`config.mk`:
```
export PLATFORM = sky130hd
export DESIGN_NAME = btt_boost_target_tracker
export DESIGN_NICKNAME = d
export VERILOG_FILES = /design/src/hdl/btt_pkg.sv /design/src/hdl/btt_boost_target_tracker.sv /design/src/hdl/btt_clk_check.sv /design/src/hdl/btt_ref_tick.sv
export VERILOG_INCLUDE_DIRS = /design/src /design/src/hdl
export SDC_FILE = /design/constraint.sdc
export NUM_CORES = 1
export LEC_CHECK = 0
export BUFFER_PORTS_ARGS = -buffer_cell sky130_fd_sc_hd__buf_2
export CAP_MARGIN = 30
export CORE_MARGIN = 2
export CORE_UTILIZATION = 45
export CTS_CLUSTER_SIZE = 24
export DETAILED_ROUTE_END_ITERATION = 12
export GPL_ROUTABILITY_DRIVEN = 0
export PLACE_DENSITY = 0.69
export RECOVER_POWER = 25
export REMOVE_ABC_BUFFERS = 1
export SLEW_MARGIN = 25
export SYNTH_ARGS = -nofsm -noshare
export SYNTH_HDL_FRONTEND = slang
export SYNTH_HIERARCHICAL = 1
export SYNTH_SLANG_ARGS = --single-unit
```
`constraint.sdc`:
```
create_clock -name sys_clk -period 12.5 [get_ports sys_clk]
set_clock_uncertainty 0.15 [all_clocks]
set_input_delay 1.25 -clock sys_clk [delete_from_list [all_inputs] [get_ports sys_clk]]
set_output_delay 1.25 -clock sys_clk [all_outputs]
set_load 0.02 [all_outputs]
```
`src/hdl/btt_defines.svh`:
```
// Constants of the boost target tracker.
// Behaviour
// target is min of ceiling and peak-plus-margin.
// peak-plus-margin sum saturates at 63.
// peak input is unsigned 6-bit rectified level.
// target code: 0.9 V plus 0.15 V steps.
// converter off below code 12 (2.7 V).
// active flag low below battery or 2.7 V.
// peak below battery: converter off, bypass.
// raise target immediately on level increase.
// lower target only after programmable delay.
// supply moves one code per step interval.
// three-bit step period selector table.
// step timing counts 2 MHz reference cycles.
// software programs the sample-rate range code.
// software sets clock ratio 256, 400, 500.
// multiplier 8/4/2/1 scales master clock ratio.
// ratio 256 allows oversampling 32 to 256.
// ratios 400/500 fix oversampling at 100.
// step-down hold selector 0 to 128 ms table.
// step timer reloads period times two.
`ifndef BTT_DEFINES_SVH
`define BTT_DEFINES_SVH
`define BTT_CODE_W        6
`define BTT_CODE_MAX      6'h3F
`define BTT_BOOST_MIN     6'h0C
`define BTT_SYS_HZ        100000000
`define BTT_REF_HZ        2000000
`define BTT_REF_DIV       (`BTT_SYS_HZ / `BTT_REF_HZ)
`define BTT_REF_PER_US    2
`define BTT_REF_PER_MS    2000
`define BTT_STEP_RESET    3'h0
`define BTT_HOLD_RESET    4'h0
`define BTT_RATIO_256     2'h0
`define BTT_RATIO_400     2'h1
`define BTT_RATIO_500     2'h2
`endif

```
`src/hdl/btt_pkg.sv`:
```
// Types of the boost target tracker.
package btt_pkg;
    typedef logic [5:0] btt_code_t;
    typedef enum logic [1:0] {BTT_IDLE, BTT_HOLD, BTT_RAMP} btt_mode_t;
endpackage : btt_pkg

```
`src/hdl/btt_boost_target_tracker.sv`:
```
// Boost target computation, step-down hold and supply level ramp.
`timescale 1ns/100ps
`default_nettype none
`include "btt_defines.svh"
module btt_boost_target_tracker #(
    parameter int HOLD_MS_UNIT = `BTT_REF_PER_MS,
    parameter int US_UNIT      = `BTT_REF_PER_US
) (
    input  wire logic              sys_clk,              // System clock, 100 MHz.
    input  wire logic              rst,                  // Synchronous reset.
    input  wire btt_pkg::btt_code_t output_peak_level,   // Rectified peak level.
    input  wire btt_pkg::btt_code_t boost_signal_margin, // Margin above peak.
    input  wire btt_pkg::btt_code_t boost_ceiling_code,  // Target ceiling.
    input  wire btt_pkg::btt_code_t battery_level_code,  // Battery level as a code.
    input  wire logic [2:0]        ramp_step_period_sel, // Step period selector.
    input  wire logic [3:0]        stepdown_hold_sel,    // Step-down hold selector.
    input  wire logic [2:0]        sample_rate_range,    // Sample-rate range code.
    input  wire logic [1:0]        ratio_sel,            // Internal clock ratio.
    input  wire logic [3:0]        clk_mult,             // Clock multiplier.
    input  wire logic              mclk_above_2m,        // Master clock above 2 MHz.
    output btt_pkg::btt_code_t     boost_target_code,    // Computed target.
    output btt_pkg::btt_code_t     boosted_supply,       // Ramped supply code.
    output logic                   boost_active_flag_n,  // Low when not boosting.
    output logic                   converter_on,         // Converter running.
    output logic                   bypass_to_battery,    // Supply tied to battery.
    output logic                   ramping,              // Supply not at target.
    output logic [9:0]             eff_ratio_x2,         // Effective ratio times two.
    output logic [8:0]             osr_fixed,            // Fixed oversampling.
    output logic                   auto_div5,            // Divide by five active.
    output logic                   cfg_valid             // Clock setup legal.
);
    import btt_pkg::*;

    typedef struct packed {
        btt_code_t   tgt;
        btt_code_t   lvl;
        btt_code_t   pend;
        btt_mode_t   mode;
        logic [18:0] hold_cnt;
        logic [8:0]  step_cnt;
        logic        act_n;
        logic        conv;
        logic        byp;
        logic [2:0]  srate;
    } btt_st_t;

    btt_st_t   s_q, s_d;
    logic      ref_tick;
    btt_code_t calc;

    if (US_UNIT < 1 || US_UNIT > 2) begin : g_bad_us
        $error("US_UNIT unsupported");
    end
    if (HOLD_MS_UNIT < 1 || HOLD_MS_UNIT > 2000) begin : g_bad_hold
        $error("HOLD_MS_UNIT unsupported");
    end

    // Saturating peak plus margin, then capped at the ceiling.
    function automatic btt_code_t calc_target(btt_code_t pk, btt_code_t mg, btt_code_t lim);
        logic [6:0] sum;
        btt_code_t  sat;
        sum = {1'b0, pk} + {1'b0, mg};
        sat = sum[6] ? `BTT_CODE_MAX : sum[5:0];
        return (lim < sat) ? lim : sat;
    endfunction : calc_target

    // Step period in reference cycles: microseconds times cycles per microsecond.
    function automatic logic [8:0] step_reload(logic [2:0] sel);
        logic [7:0] us;
        unique case (sel)
            3'h0: us = 8'h04;
            3'h1: us = 8'h08;
            3'h2: us = 8'h10;
            3'h3: us = 8'h20;
            3'h4: us = 8'h01;
            3'h5: us = 8'h02;
            3'h6: us = 8'h40;
            3'h7: us = 8'h80;
        endcase
        return 9'(us * US_UNIT);
    endfunction : step_reload

    // Hold time in reference cycles; selector values above 8 act as 128 ms.
    function automatic logic [18:0] hold_reload(logic [3:0] sel);
        logic [7:0] ms;
        if (sel == 4'h0) begin
            ms = 8'h00;
        end else if (sel > 4'h8) begin
            ms = 8'h80;
        end else begin
            ms = 8'(8'h01 << (sel - 4'h1));
        end
        return 19'(ms * HOLD_MS_UNIT);
    endfunction : hold_reload

    btt_ref_tick u_ref_tick (
        .sys_clk (sys_clk),
        .rst     (rst),
        .ref_tick(ref_tick)
    );

    btt_clk_check u_clk_check (
        .sys_clk      (sys_clk),
        .rst          (rst),
        .ratio_sel    (ratio_sel),
        .clk_mult     (clk_mult),
        .mclk_above_2m(mclk_above_2m),
        .eff_ratio_x2 (eff_ratio_x2),
        .osr_fixed    (osr_fixed),
        .auto_div5    (auto_div5),
        .cfg_valid    (cfg_valid)
    );

    always_comb begin
        s_d = s_q;
        s_d.srate = sample_rate_range;
        calc = calc_target(output_peak_level, boost_signal_margin, boost_ceiling_code);

        // Target follows rises at once and falls only after the hold time.
        if (calc >= s_q.tgt) begin
            s_d.tgt  = calc;
            s_d.mode = BTT_IDLE;
        end else if (s_q.mode != BTT_HOLD || calc != s_q.pend) begin
            s_d.pend     = calc;
            s_d.mode     = BTT_HOLD;
            s_d.hold_cnt = hold_reload(stepdown_hold_sel);
            if (stepdown_hold_sel == 4'h0) begin
                s_d.tgt  = calc;
                s_d.mode = BTT_IDLE;
            end
        end else if (s_q.hold_cnt == 19'h00000) begin
            s_d.tgt  = s_q.pend;
            s_d.mode = BTT_IDLE;
        end else if (ref_tick) begin
            s_d.hold_cnt = s_q.hold_cnt - 19'h00001;
        end

        // Ramp the supply code one step per interval.
        if (s_q.lvl == s_q.tgt) begin
            s_d.step_cnt = step_reload(ramp_step_period_sel);
        end else if (ref_tick) begin
            if (s_q.step_cnt <= 9'h001) begin
                s_d.step_cnt = step_reload(ramp_step_period_sel);
                if (s_q.lvl < s_q.tgt) begin
                    s_d.lvl = s_q.lvl + 6'h01;
                end else begin
                    s_d.lvl = s_q.lvl - 6'h01;
                end
            end else begin
                s_d.step_cnt = s_q.step_cnt - 9'h001;
            end
        end

        s_d.act_n = (s_q.tgt < battery_level_code) ||
                    (s_q.tgt < `BTT_BOOST_MIN);
        s_d.conv  = (s_q.tgt >= `BTT_BOOST_MIN) &&
                    (output_peak_level >= battery_level_code);
        s_d.byp   = !s_d.conv;
    end

    always_ff @(posedge sys_clk) begin
        if (rst) begin
            s_q          <= '0;
            s_q.mode     <= BTT_IDLE;
            s_q.step_cnt <= 9'h008;
        end else begin
            s_q <= s_d;
        end
    end

    assign boost_target_code   = s_q.tgt;
    assign boosted_supply      = s_q.lvl;
    assign boost_active_flag_n = !s_q.act_n;
    assign converter_on        = s_q.conv;
    assign bypass_to_battery   = s_q.byp;
    assign ramping             = (s_q.lvl != s_q.tgt);
endmodule : btt_boost_target_tracker
`default_nettype wire

```
`src/hdl/btt_clk_check.sv`:
```
// Checks the master clock setup and reports oversampling and divider.
`timescale 1ns/100ps
`default_nettype none
module btt_clk_check (
    input  wire logic       sys_clk,       // System clock.
    input  wire logic       rst,           // Synchronous reset.
    input  wire logic [1:0] ratio_sel,     // Internal ratio: 0=256,1=400,2=500.
    input  wire logic [3:0] clk_mult,      // Multiplier 1, 2, 4 or 8.
    input  wire logic       mclk_above_2m, // Master clock above 2 MHz.
    output logic [9:0]      eff_ratio_x2,  // Effective external ratio times two.
    output logic [8:0]      osr_fixed,     // Fixed oversampling, zero if free.
    output logic            auto_div5,     // Divide by five applied.
    output logic            cfg_valid      // Setup is legal.
);
    typedef struct packed {
        logic [9:0] eff;
        logic [8:0] osr;
        logic       div5;
        logic       ok;
    } btt_chk_st_t;
    btt_chk_st_t s_q, s_d;
    logic [9:0] base_x2;
    logic       mult_ok;
    always_comb begin
        s_d = s_q;
        unique case (ratio_sel)
            2'h1:    base_x2 = 10'h320;
            2'h2:    base_x2 = 10'h3E8;
            default: base_x2 = 10'h200;
        endcase
        mult_ok = (clk_mult == 4'h1) || (clk_mult == 4'h2) ||
                  (clk_mult == 4'h4) || (clk_mult == 4'h8);
        s_d.ok = (ratio_sel != 2'h3) && mult_ok &&
                 (clk_mult == 4'h1 || mclk_above_2m);
        unique case (clk_mult)
            4'h8:    s_d.eff = base_x2 >> 3;
            4'h4:    s_d.eff = base_x2 >> 2;
            4'h2:    s_d.eff = base_x2 >> 1;
            default: s_d.eff = base_x2;
        endcase
        s_d.osr  = (ratio_sel == 2'h0) ? 9'h000 : 9'h064;
        s_d.div5 = (ratio_sel == 2'h2);
    end
    always_ff @(posedge sys_clk) begin
        if (rst) begin
            s_q <= '0;
        end else begin
            s_q <= s_d;
        end
    end
    assign eff_ratio_x2 = s_q.eff;
    assign osr_fixed    = s_q.osr;
    assign auto_div5    = s_q.div5;
    assign cfg_valid    = s_q.ok;
endmodule : btt_clk_check
`default_nettype wire

```
`src/hdl/btt_ref_tick.sv`:
```
// Divider making the one-cycle 2 MHz reference enable.
`timescale 1ns/100ps
`default_nettype none
`include "btt_defines.svh"
module btt_ref_tick #(
    parameter int DIV = `BTT_REF_DIV
) (
    input  wire logic sys_clk,  // System clock.
    input  wire logic rst,      // Synchronous reset.
    output logic      ref_tick  // One pulse per reference period.
);
    typedef struct packed {
        logic [15:0] cnt;
        logic        tick;
    } btt_tick_st_t;
    btt_tick_st_t s_q, s_d;
    if (DIV < 1 || DIV > 65535) begin : g_bad_div
        $error("DIV out of range");
    end
    always_comb begin
        s_d = s_q;
        s_d.tick = 1'b0;
        if (s_q.cnt == 16'(DIV - 1)) begin
            s_d.cnt = 16'h0000;
            s_d.tick = 1'b1;
        end else begin
            s_d.cnt = s_q.cnt + 16'h0001;
        end
    end
    always_ff @(posedge sys_clk) begin
        if (rst) begin
            s_q <= '0;
        end else begin
            s_q <= s_d;
        end
    end
    assign ref_tick = s_q.tick;
endmodule : btt_ref_tick
`default_nettype wire

```
==> results of run 1 <==
==> power by group <==
group	internal, W	leakage, nW	switching [W]
registers	0.000291	0.654	0.0000389
clock network	0.000159	0.139	0.0000988
logic	0.000186	2.61	0.000281
total	0.000636	3.40	0.000419
==> final timing paths <==
path / endpoint / slack (ps) / cells past startpoint
hold / removal: s_q[21] / 320 / 2
setup / recovery: s_q[22] / 5780 / 23
setup reg to reg: s_q[31] / 8670 / 11
hold reg to reg: s_q[21] / 320 / 2
==> cell type report <==
cell class,instances,area [sq um]
fillers,1474,7600
inverters,82,308
well taps,211,264
clock inverters,3,42.5
flip-flops and latches,80,1600
multi-input cells,623,4850
clock buffers,12,246
repair buffers,73,349
==> state kept, by name, indices dropped and copies added (netlist names) <==
register and cells:
u_ref_tick/ref_tick 1, s_q 36, u_ref_tick/s_q 16, u_clk_check/auto_div5 1
boosted_supply 6, u_clk_check/eff_ratio_x2 10, converter_on 1, boost_target_code 6
u_clk_check/osr_fixed 1, u_clk_check/cfg_valid 1, bypass_to_battery 1
==> layer usage <==
layer / up-vias / share of wire (%) / global-route usage, %
li1: 3010 / - / -
met1: 2701 / 49 / 24.3
met2: 108 / 47 / 28.7
met3: 15 / 3.2 / 3.14
met4: 0 / 0.78 / 3.90
met5: - / 0 / 0
==> logic make-up (layout without fill, tap and decap cells) <==
group | after synthesis | in the layout | share of synthesized area [%]
xor gates and xnor gates | 38 | 38 | 4.73
adders and majority gates | 108 | 108 | 21.5
DFF | 80 | 80 | 22.7
buffers and inverters | 128 | 170 | 8.60
muxes | 12 | 12 | 1.72
and+or+nand+nor | 266 | 266 | 21.3
AOI/OAI and AO/OA | 193 | 193 | 19.3
other | 1 | 6 | 0.0532
==> worst max-delay path: stages <==
cell	delay, ps
buf_2	100
ha_1	220
fa_1	410
a211oi_2	370
o21ai_1	170
a22oi_1	420
ha_1	200
and4_1	200
o21ai_0	110
and2_1	220
nor2_1	540
nor2_1	100
a21oi_1	260
ha_1	290
a21o_1	160
a21o_1	180
a21o_1	170
a21o_1	180
a21oi_1	140
buf_4	240
o31ai_4	210
or2_2	460
o32ai_1	160
==> per-stage QoR <==
stage / hold slack (ps) / total power [W] / setup WS [ps] / instances / area [sq um]
2_1_floorplan: 288 / 0.000685 / 5790 / 785 / 6760
3_3_place_gp: 310 / 0.000793 / 5580 / 1069 / 7400
3_5_place_dp: 314 / 0.000801 / 5500 / 1069 / 7400
4_1_cts: 322 / 0.00106 / 5850 / 1084 / 7690
5_1_grt: 343 / 0.00114 / 5350 / 1084 / 7660
6_report: 323 / 0.00105 / 5780 / 1084 / 7660
==> cell usage after synthesis (6+ instances only) <==
cell type	number	area [sq um]
a21oi_1	71	355
nor2b_1	16	100
a211oi_1	6	45.0
or3_1	9	56.3
mux2i_1	11	110
nor2_1	64	240
ha_1	86	1080
nor4_1	9	56.3
o32ai_2	8	130
buf_2	7	35.0
fa_1	22	440
xor2_1	14	123
buf_4	25	188
nand2b_1	11	68.8
clkbuf_1	10	37.5
o21ai_0	28	140
nor3_1	30	150
nand3_1	21	105
xnor2_1	24	210
dfxtp_1	80	1600
inv_1	81	304
nand2_1	45	169
nand4_1	12	75.1
a21o_1	18	135
==> results.py, run 1 <==
metrics = {
    "drt": {
        "first_pass_iters": 4,
        "wl_per_cell_um": 13.2,
        "viasPerCell": 5.38,
        "antenna_left": 0,
        "vias": 5834,
        "drc_errors": 0,
        "dr.first_iter.drc_count": 365,
        "wirelength_um": 14300,
    },
    "layout": {
        "diodes": 0,
        "syn_to_final_growth_pct": 8.78,
        "final_nets": 1020,
        "drive_above_1_share_pct": 12.9,
        "final_cell_mix": "86 x ha_1, 81 x inv_1, 80 x dfxtp_1, 71 x a21oi_1, 64 x nor2_1",
        "final_util_pct": 50.2,
        "layout_commonest_cell": "ha_1",
    },
    "timing": {
        "fmax_mhz": 149,
        "rsz0062_at_grt": "no",
        "fin_setup_tns_ps": 0,
        "min_period_ps": 6720,
        "slew_viol_final": 67,
        "min_period_over_period_pct": 53.7,
        "hold_viol_final": 0,
        "worst_slew_pin_slew_ps": 3280,
        "maxSlewHeadroom_pct": -119,
        "setup_violations": 0,
    },
    "clock_network": {
        "cts_buffer_depth": 2,
        "htreeDepth": 3,
        "post-cts-setup-buffers": 0,
        "cts.clk_slew.worst_paths_ps": 60,
        "cts_tree": "yes",
        "numCtsBuffers": 9,
        "cts_resized": 0,
        "cts_num_sinks": 80,
        "cts_hold_buffers": 0,
        "insertion_delay_ps": 330,
        "cts_root_buf": "clkbuf_16",
    },
    "die": {
        "coreArea_sq_um": 15300,
        "die_area_sq_um": 16700,
        "die_x_um": 129,
        "num_rows": 45,
        "die_h_um": 129,
        "pin_count": 80,
        "start_util_pct": 46.2,
    },
    "worst_setup_path": {
        "reg2reg_from": "s_q[15]",
        "cp-start-kind": "input port",
        "end_kind": "register",
        "cp_max_fo": 18,
        "cp.required_ps": 12560,
        "timing_worst_setup_path_type": "input port to register",
        "arrival_ps": 6780,
        "cp-startpoint": "output_peak_level[0]",
    },
    "yosys": {
        "synth_edf_count": 0,
        "yosysWarnings": 6,
        "ys_ff_latch": 80,
        "avgSynthCellArea_sq_um": 8.53,
        "seq_area_frac_synth_pct": 22.7,
        "synth_cell_types": 82,
        "netlist_instances": 826,
        "ys.flop_type": "dfxtp_1",
        "async_flop_share_pct": 0,
        "syn_area_sq_um": 7040,
    },
    "global_routing": {
        "grt_start_max_net_pins": 67,
        "grt_pass1_vias": 5240,
        "grt_pass1_wl_um": 24400,
        "grt.overflow.total": 0,
        "antenna_found_initial": 0,
        "track_usage_pct": 17.6,
    },
    "min_path": {
        "min_path_type": "register to register",
        "min_from": "s_q[21]",
    },
    "job": {
        "drv_cap": 1,
    },
    "run_status": {
        "violations": "max-capacitance violations, max-slew violations",
        "status": "finished with violations",
    },
    "pwr": {
        "ir_drop_v": 0.0000733,
        "powerDensity_nw_per_um2": 138,
        "p_leak_nw": 3.40,
    },
    "place": {
        "io_buffers": 70,
        "dpl.hpwl_um": 11000,
    },
}
Power figures use the tool's default switching activity.
==> run 2: changes to the inputs <==
==> constraint.sdc (replaced) <==
create_clock -name sys_clk -period 6.58 [get_ports sys_clk]
set_clock_uncertainty 0.15 [all_clocks]
set_input_delay 0.658 -clock sys_clk [delete_from_list [all_inputs] [get_ports sys_clk]]
set_output_delay 0.658 -clock sys_clk [all_outputs]
set_load 0.02 [all_outputs]
==> results.py, run 2 (synthesized netlist as in run 1, its figures left out) <==
metrics = {
    "run_status": {
        "status": "finished with violations",
        "violations": "max-capacitance violations, max-slew violations",
    },
    "layout": {
        "top_register": "s_q",
        "final_cells": 1085,
        "final_cell_mix": "86 x ha_1, 81 x inv_1, 80 x dfxtp_1, 71 x a21oi_1, 64 x nor2_1",
        "largest_register_ffs": 36,
        "syn_to_final_growth_pct": 8.81,
        "diodes": 0,
        "design_area_sq_um": 7660,
        "drive_above_1_share_pct": 12.2,
        "final_nets": 1022,
        "layout_commonest_cell": "ha_1",
    },
    "timing": {
        "slew_viol_final": 68,
        "min_period_ps": 5990,
        "setup_violations": 0,
        "worst_slew_pin_slew_ps": 1840,
        "fmax_mhz": 167,
        "fin_setup_tns_ps": 0,
        "hold_viol_final": 0,
        "rsz0062_at_grt": "no",
        "min_period_over_period_pct": 91.0,
        "maxSlewHeadroom_pct": -22.8,
    },
    "place": {
        "dpl.hpwl_um": 11200,
        "io_buffers": 70,
        "placed_area_sq_um": 7420,
        "dp_cells": 1071,
    },
    "drt": {
        "drc_errors": 0,
        "wirelength_um": 14400,
        "vias": 5787,
        "antenna_left": 0,
        "viasPerCell": 5.33,
        "wl_per_cell_um": 13.3,
        "dr.first_iter.drc_count": 348,
        "first_pass_iters": 5,
    },
    "min_path": {
        "min_path_type": "register to register",
    },
    "worst_setup_path": {
        "r2r-end": "s_q[31]",
        "worst-path-buf-inv": 2,
        "crit_end": "boost_target_code[0]",
        "end_kind": "register",
        "cp.depth": 23,
        "timing_worst_setup_path_type": "input port to register",
        "reg2reg_from": "s_q[15]",
        "critPathTopFamily": "compound AO/OA/AOI/OAI gates",
        "cp_max_fo": 13,
        "cp-startpoint": "output_peak_level[0]",
        "cp_cell_sequence": "buf_2 -> ha_1 -> fa_1 -> a211oi_2 -> o21ai_1 -> a22oi_1 -> ha_1 -> a21oi_1 -> o21a_1 -> nand2_1 -> a21boi_0 -> nor2b_1 -> ha_1 -> nand2b_1 -> a21o_1 -> a21o_1 -> a21o_1 -> a21o_1 -> a21oi_1 -> buf_4 -> o41a_1 -> nand2_1 -> a211oi_1",
        "arrival_ps": 6070,
        "cp.required_ps": 6660,
        "max_stage_delay_ps": 440,
        "reg2reg_depth": 11,
        "cp-start-kind": "input port",
        "critPathMostFrequentCell": "a21o_1",
        "r2r_slack_ps": 2830,
        "slowest_stage": "a22oi_1",
    },
    "die": {
        "num_rows": 45,
        "coreArea_sq_um": 15300,
        "die_area_sq_um": 16700,
        "die_x_um": 129,
        "pin_count": 80,
        "start_util_pct": 46.2,
        "die_h_um": 129,
    },
    "clock_network": {
        "cts_root_buf": "clkbuf_16",
        "cts_resized": 0,
        "cts_buffer_depth": 2,
        "post-cts-setup-buffers": 0,
        "insertion_delay_ps": 340,
        "htreeDepth": 3,
        "cts.clk_slew.worst_paths_ps": 60,
        "numCtsBuffers": 9,
        "cts_tree": "yes",
        "cts_num_sinks": 80,
        "cts_hold_buffers": 0,
    },
    "global_routing": {
        "grt.overflow.total": 0,
        "track_usage_pct": 17.9,
        "grt_start_max_net_pins": 35,
        "grt_pass1_vias": 5351,
        "grt_pass1_wl_um": 24800,
        "antenna_found_initial": 0,
    },
    "job": {
        "drv_cap": 2,
    },
    "pwr": {
        "powerDensity_nw_per_um2": 262,
        "ir_drop_v": 0.000157,
        "p_leak_nw": 3.37,
    },
}
-- run 2: cell types whose count changed in the layout (fill, tap and decap cells not counted) --
cell        before  now
a211oi_2         1    2
buf_2           54   44
clkinvlp_4       1    2
clkbuf_8         1    0
inv_6            0    1
buf_4            2    4
clkbuf_1        19   27
a211oi_1         7    6
-- run 2: routing by layer --
metal / vias up / track usage, % / part of all wire (%) / routed length, um
met5: - / 0 / 0 / 0
met4: 0 / 4.16 / 0.73 / 106
met3: 8 / 2.85 / 2.7 / 395
met2: 90 / 29.3 / 46 / 6710
met1: 2684 / 24.9 / 50 / 7220
li1: 3005 / - / - / -
-- run 2: worst reg2reg max path, stage by stage, from the launching register on --
cell	delay (ps)
dfxtp_1	320
inv_1	70
ha_1	180
nor4b_2	310
nand2_1	210
nor4_4	230
nand2_1	180
or3_4	460
o21a_1	250
o31ai_4	650
or2_2	420
o32ai_2	130
-- run 2: where the power goes --
part	internal, W	total, W	switching [W]	leakage (nW)
Clock	0.000290	0.000491	0.000201	0.134
Combinational	0.000353	0.000887	0.000534	2.58
Sequential	0.000553	0.000627	0.0000740	0.654
-- run 2: final cells by class --
type | count | area [sq um]
fillers | 1487 | 7590
flip-flops and latches | 80 | 1600
repair buffers | 75 | 352
clock buffers | 9 | 225
inverters | 82 | 308
multi-input cells | 623 | 4850
well taps | 211 | 264
clock inverters | 5 | 58.8
-- run 2: per-stage QoR --
stage	power, W	setup slack [ps]	utilization (%)	hold WS (ps)
after global routing	0.00216	189	50.2	343
final	0.00201	590	50.2	323
after detailed placement	0.00153	259	48.6	314
after global placement	0.00151	318	48.6	308
after CTS	0.00202	607	50.5	323
after floorplan	0.00130	465	-	288
-- run 2: how the worst min path moves through the flow --
| stage | startpoint | end | slack (ps) | depth (start not counted) |
|---|---|---|---|---|
| floorplan | s_q[16] | s_q[16] | 290 | 2 |
| global placement | s_q[16] | s_q[16] | 310 | 2 |
| detailed placement | s_q[21] | s_q[21] | 310 | 2 |
| CTS | s_q[21] | s_q[21] | 320 | 2 |
| global route | s_q[15] | s_q[15] | 340 | 2 |
| finish | s_q[21] | s_q[21] | 320 | 2 |
==> run 3: changes to the inputs <==
--- a/config.mk
+++ b/config.mk
@@ -8,6 +8,7 @@
 export LEC_CHECK = 0
 export BUFFER_PORTS_ARGS = -buffer_cell sky130_fd_sc_hd__buf_2
 export CAP_MARGIN = 30
+export CORE_ASPECT_RATIO = 0.8
 export CORE_MARGIN = 2
 export CORE_UTILIZATION = 45
 export CTS_CLUSTER_SIZE = 24
==> constraint.sdc (replaced) <==
create_clock -name sys_clk -period 6.58 [get_ports sys_clk]
set_clock_uncertainty 0.15 [all_clocks]
set_input_delay 0.658 -clock sys_clk [delete_from_list [all_inputs] [get_ports sys_clk]]
set_output_delay 0.658 -clock sys_clk [all_outputs]
set_load 0.05 [all_outputs]
==> results.py, run 3 (synthesized netlist as in run 1, its figures left out) <==
metrics = {
    "clock_network": {
        "numCtsBuffers": 9,
        "htreeDepth": 3,
        "cts_num_sinks": 80,
        "cts_hold_buffers": 0,
        "cts_resized": 0,
        "cts_buffer_depth": 2,
        "cts_root_buf": "clkbuf_16",
        "cts.clk_slew.worst_paths_ps": 60,
        "post-cts-setup-buffers": 0,
        "cts_tree": "yes",
        "insertion_delay_ps": 330,
    },
    "global_routing": {
        "grt_pass1_vias": 5353,
        "track_usage_pct": 18.4,
        "grt_start_max_net_pins": 67,
        "grt.overflow.total": 0,
        "grt_pass1_wl_um": 25200,
        "antenna_found_initial": 0,
    },
    "layout": {
        "drive_above_1_share_pct": 13.4,
        "final_cell_mix": "86 x ha_1, 81 x inv_1, 80 x dfxtp_1, 71 x a21oi_1, 64 x nor2_1",
        "diodes": 0,
        "final_nets": 1021,
        "layout_commonest_cell": "ha_1",
        "syn_to_final_growth_pct": 9.33,
        "largest_register_ffs": 36,
        "design_area_sq_um": 7700,
        "top_register": "s_q",
    },
    "worst_setup_path": {
        "r2r_slack_ps": 2720,
        "critPathMostFrequentCell": "a21o_1",
        "end_kind": "register",
        "max_stage_delay_ps": 470,
        "slowest_stage": "or2_2",
        "cp_cell_sequence": "buf_2 -> ha_1 -> fa_1 -> a211oi_2 -> o21ai_1 -> a22oi_1 -> ha_1 -> a21oi_1 -> o21a_1 -> nand2_1 -> a21boi_0 -> nor2b_1 -> ha_1 -> nand2b_1 -> a21o_1 -> a21o_1 -> a21o_1 -> a21o_1 -> a21oi_1 -> o31ai_4 -> or2_2 -> o32ai_1",
        "arrival_ps": 6060,
        "reg2reg_depth": 11,
        "cp-start-kind": "input port",
        "reg2reg_from": "s_q[15]",
        "r2r-end": "s_q[19]",
        "cp.required_ps": 6620,
        "cp_max_fo": 18,
        "cp-startpoint": "output_peak_level[0]",
        "timing_worst_setup_path_type": "input port to register",
    },
    "place": {
        "io_buffers": 70,
        "dpl.hpwl_um": 11200,
        "place_worst_setup_slack_ps": 322,
        "placed_area_sq_um": 7410,
    },
    "timing": {
        "hold_viol_final": 0,
        "rsz0062_at_grt": "no",
        "min_period_over_period_pct": 91.5,
        "setup_violations": 0,
        "finalWorstSetupSlack_ps": 560,
        "fmax_mhz": 166,
        "slew_viol_final": 67,
        "fin_setup_tns_ps": 0,
        "min_period_ps": 6020,
        "worst_hold_slack_ps": 320,
        "maxSlewHeadroom_pct": -119,
        "worst_slew_pin_slew_ps": 3280,
    },
    "drt": {
        "dr.first_iter.drc_count": 339,
        "wirelength_um": 14600,
        "drc_errors": 0,
        "first_pass_iters": 5,
        "antenna_left": 0,
        "wl_per_cell_um": 13.5,
        "viasPerCell": 5.28,
        "vias": 5734,
    },
    "pwr": {
        "combinationalPowerShare_pct": 44.8,
        "p_sw_share_pct": 41.1,
        "p_int_w": 0.00124,
        "sequentialPowerShare_pct": 29.7,
        "ir_drop_v": 0.000119,
        "powerDensity_nw_per_um2": 274,
        "p_leak_nw": 3.43,
        "clockPowerShare_pct": 25.5,
        "fin_total_pwr_w": 0.00211,
        "switching_power_w": 0.000866,
    },
    "run_status": {
        "status": "finished with violations",
        "violations": "max-capacitance violations, max-slew violations",
    },
    "min_path": {
        "hold_end": "s_q[16]",
        "min_path_cells": 2,
        "min_path_type": "register to register",
        "min_from": "s_q[16]",
    },
    "die": {
        "pin_count": 80,
        "start_util_pct": 46.4,
        "die_x_um": 144,
        "die_h_um": 116,
        "coreArea_sq_um": 15200,
        "num_rows": 40,
        "die_area_sq_um": 16700,
    },
    "job": {
        "drv_cap": 1,
    },
}
==> run 3: cell count changes in the layout (fill, tap and decap cells not counted), moves of 2 or more <==
cell        delta
clkinv_4       +2
clkinvlp_4     -2
clkbuf_1      -10
buf_2         +11
==> run 3: metrics by stage <==
step / utilization [%] / instances
2_1_floorplan: - / 785
3_3_place_gp: 48.8 / 1069
3_5_place_dp: 48.8 / 1069
4_1_cts: 51.0 / 1085
5_1_grt: 50.8 / 1085
6_report: 50.8 / 1085
==> run 3: routing by layer <==
layer | part of all wire, % | global-route usage, %
met1 | 52 | 26.9
met2 | 44 | 28.8
met3 | 3.6 | 3.60
met4 | 0.33 | 2.88
met5 | 0 | 0
==> run 3: worst max-delay path, delay by kind of cell <==
kind                       cells  cell delay (ps)
and+or+nand+nor                4              920
buffers and inverters          1              110
AOI/OAI and AO/OA             13             3130
adders and majority gates      4             1250
==> run 3: how the worst max path moves through the flow <==
| stage | slack, ps | end | cells after the start |
|---|---|---|---|
| final | 560 | s_q[19] | 22 |
| after CTS | 630 | s_q[19] | 22 |
| after global placement | 340 | boost_target_code[0] | 23 |
| after global routing | 190 | boost_target_code[0] | 23 |
| after floorplan | 470 | s_q[31] | 21 |
| after detailed placement | 320 | boost_target_code[0] | 23 |
==> run 3: area by class of cell <==
cell class	count	area [sq um]
repair buffers	74	358
flip-flops and latches	80	1600
multi-input cells	623	4850
clock buffers	10	229
fillers	1473	7460
clock inverters	6	91.3
inverters	82	308
well taps	210	263
==> run 3: power groups by stage <==
| stage | Clock (W) | Combinational [W] | Sequential, W |
|---|---|---|---|
| after CTS | 0.000550 | 0.000948 | 0.000625 |
| after global placement | 0 | 0.000932 | 0.000633 |
| after floorplan | 0 | 0.000677 | 0.000678 |
| after detailed placement | 0 | 0.000943 | 0.000635 |
| after global routing | 0.000569 | 0.00106 | 0.000638 |
| final | 0.000537 | 0.000944 | 0.000627 |
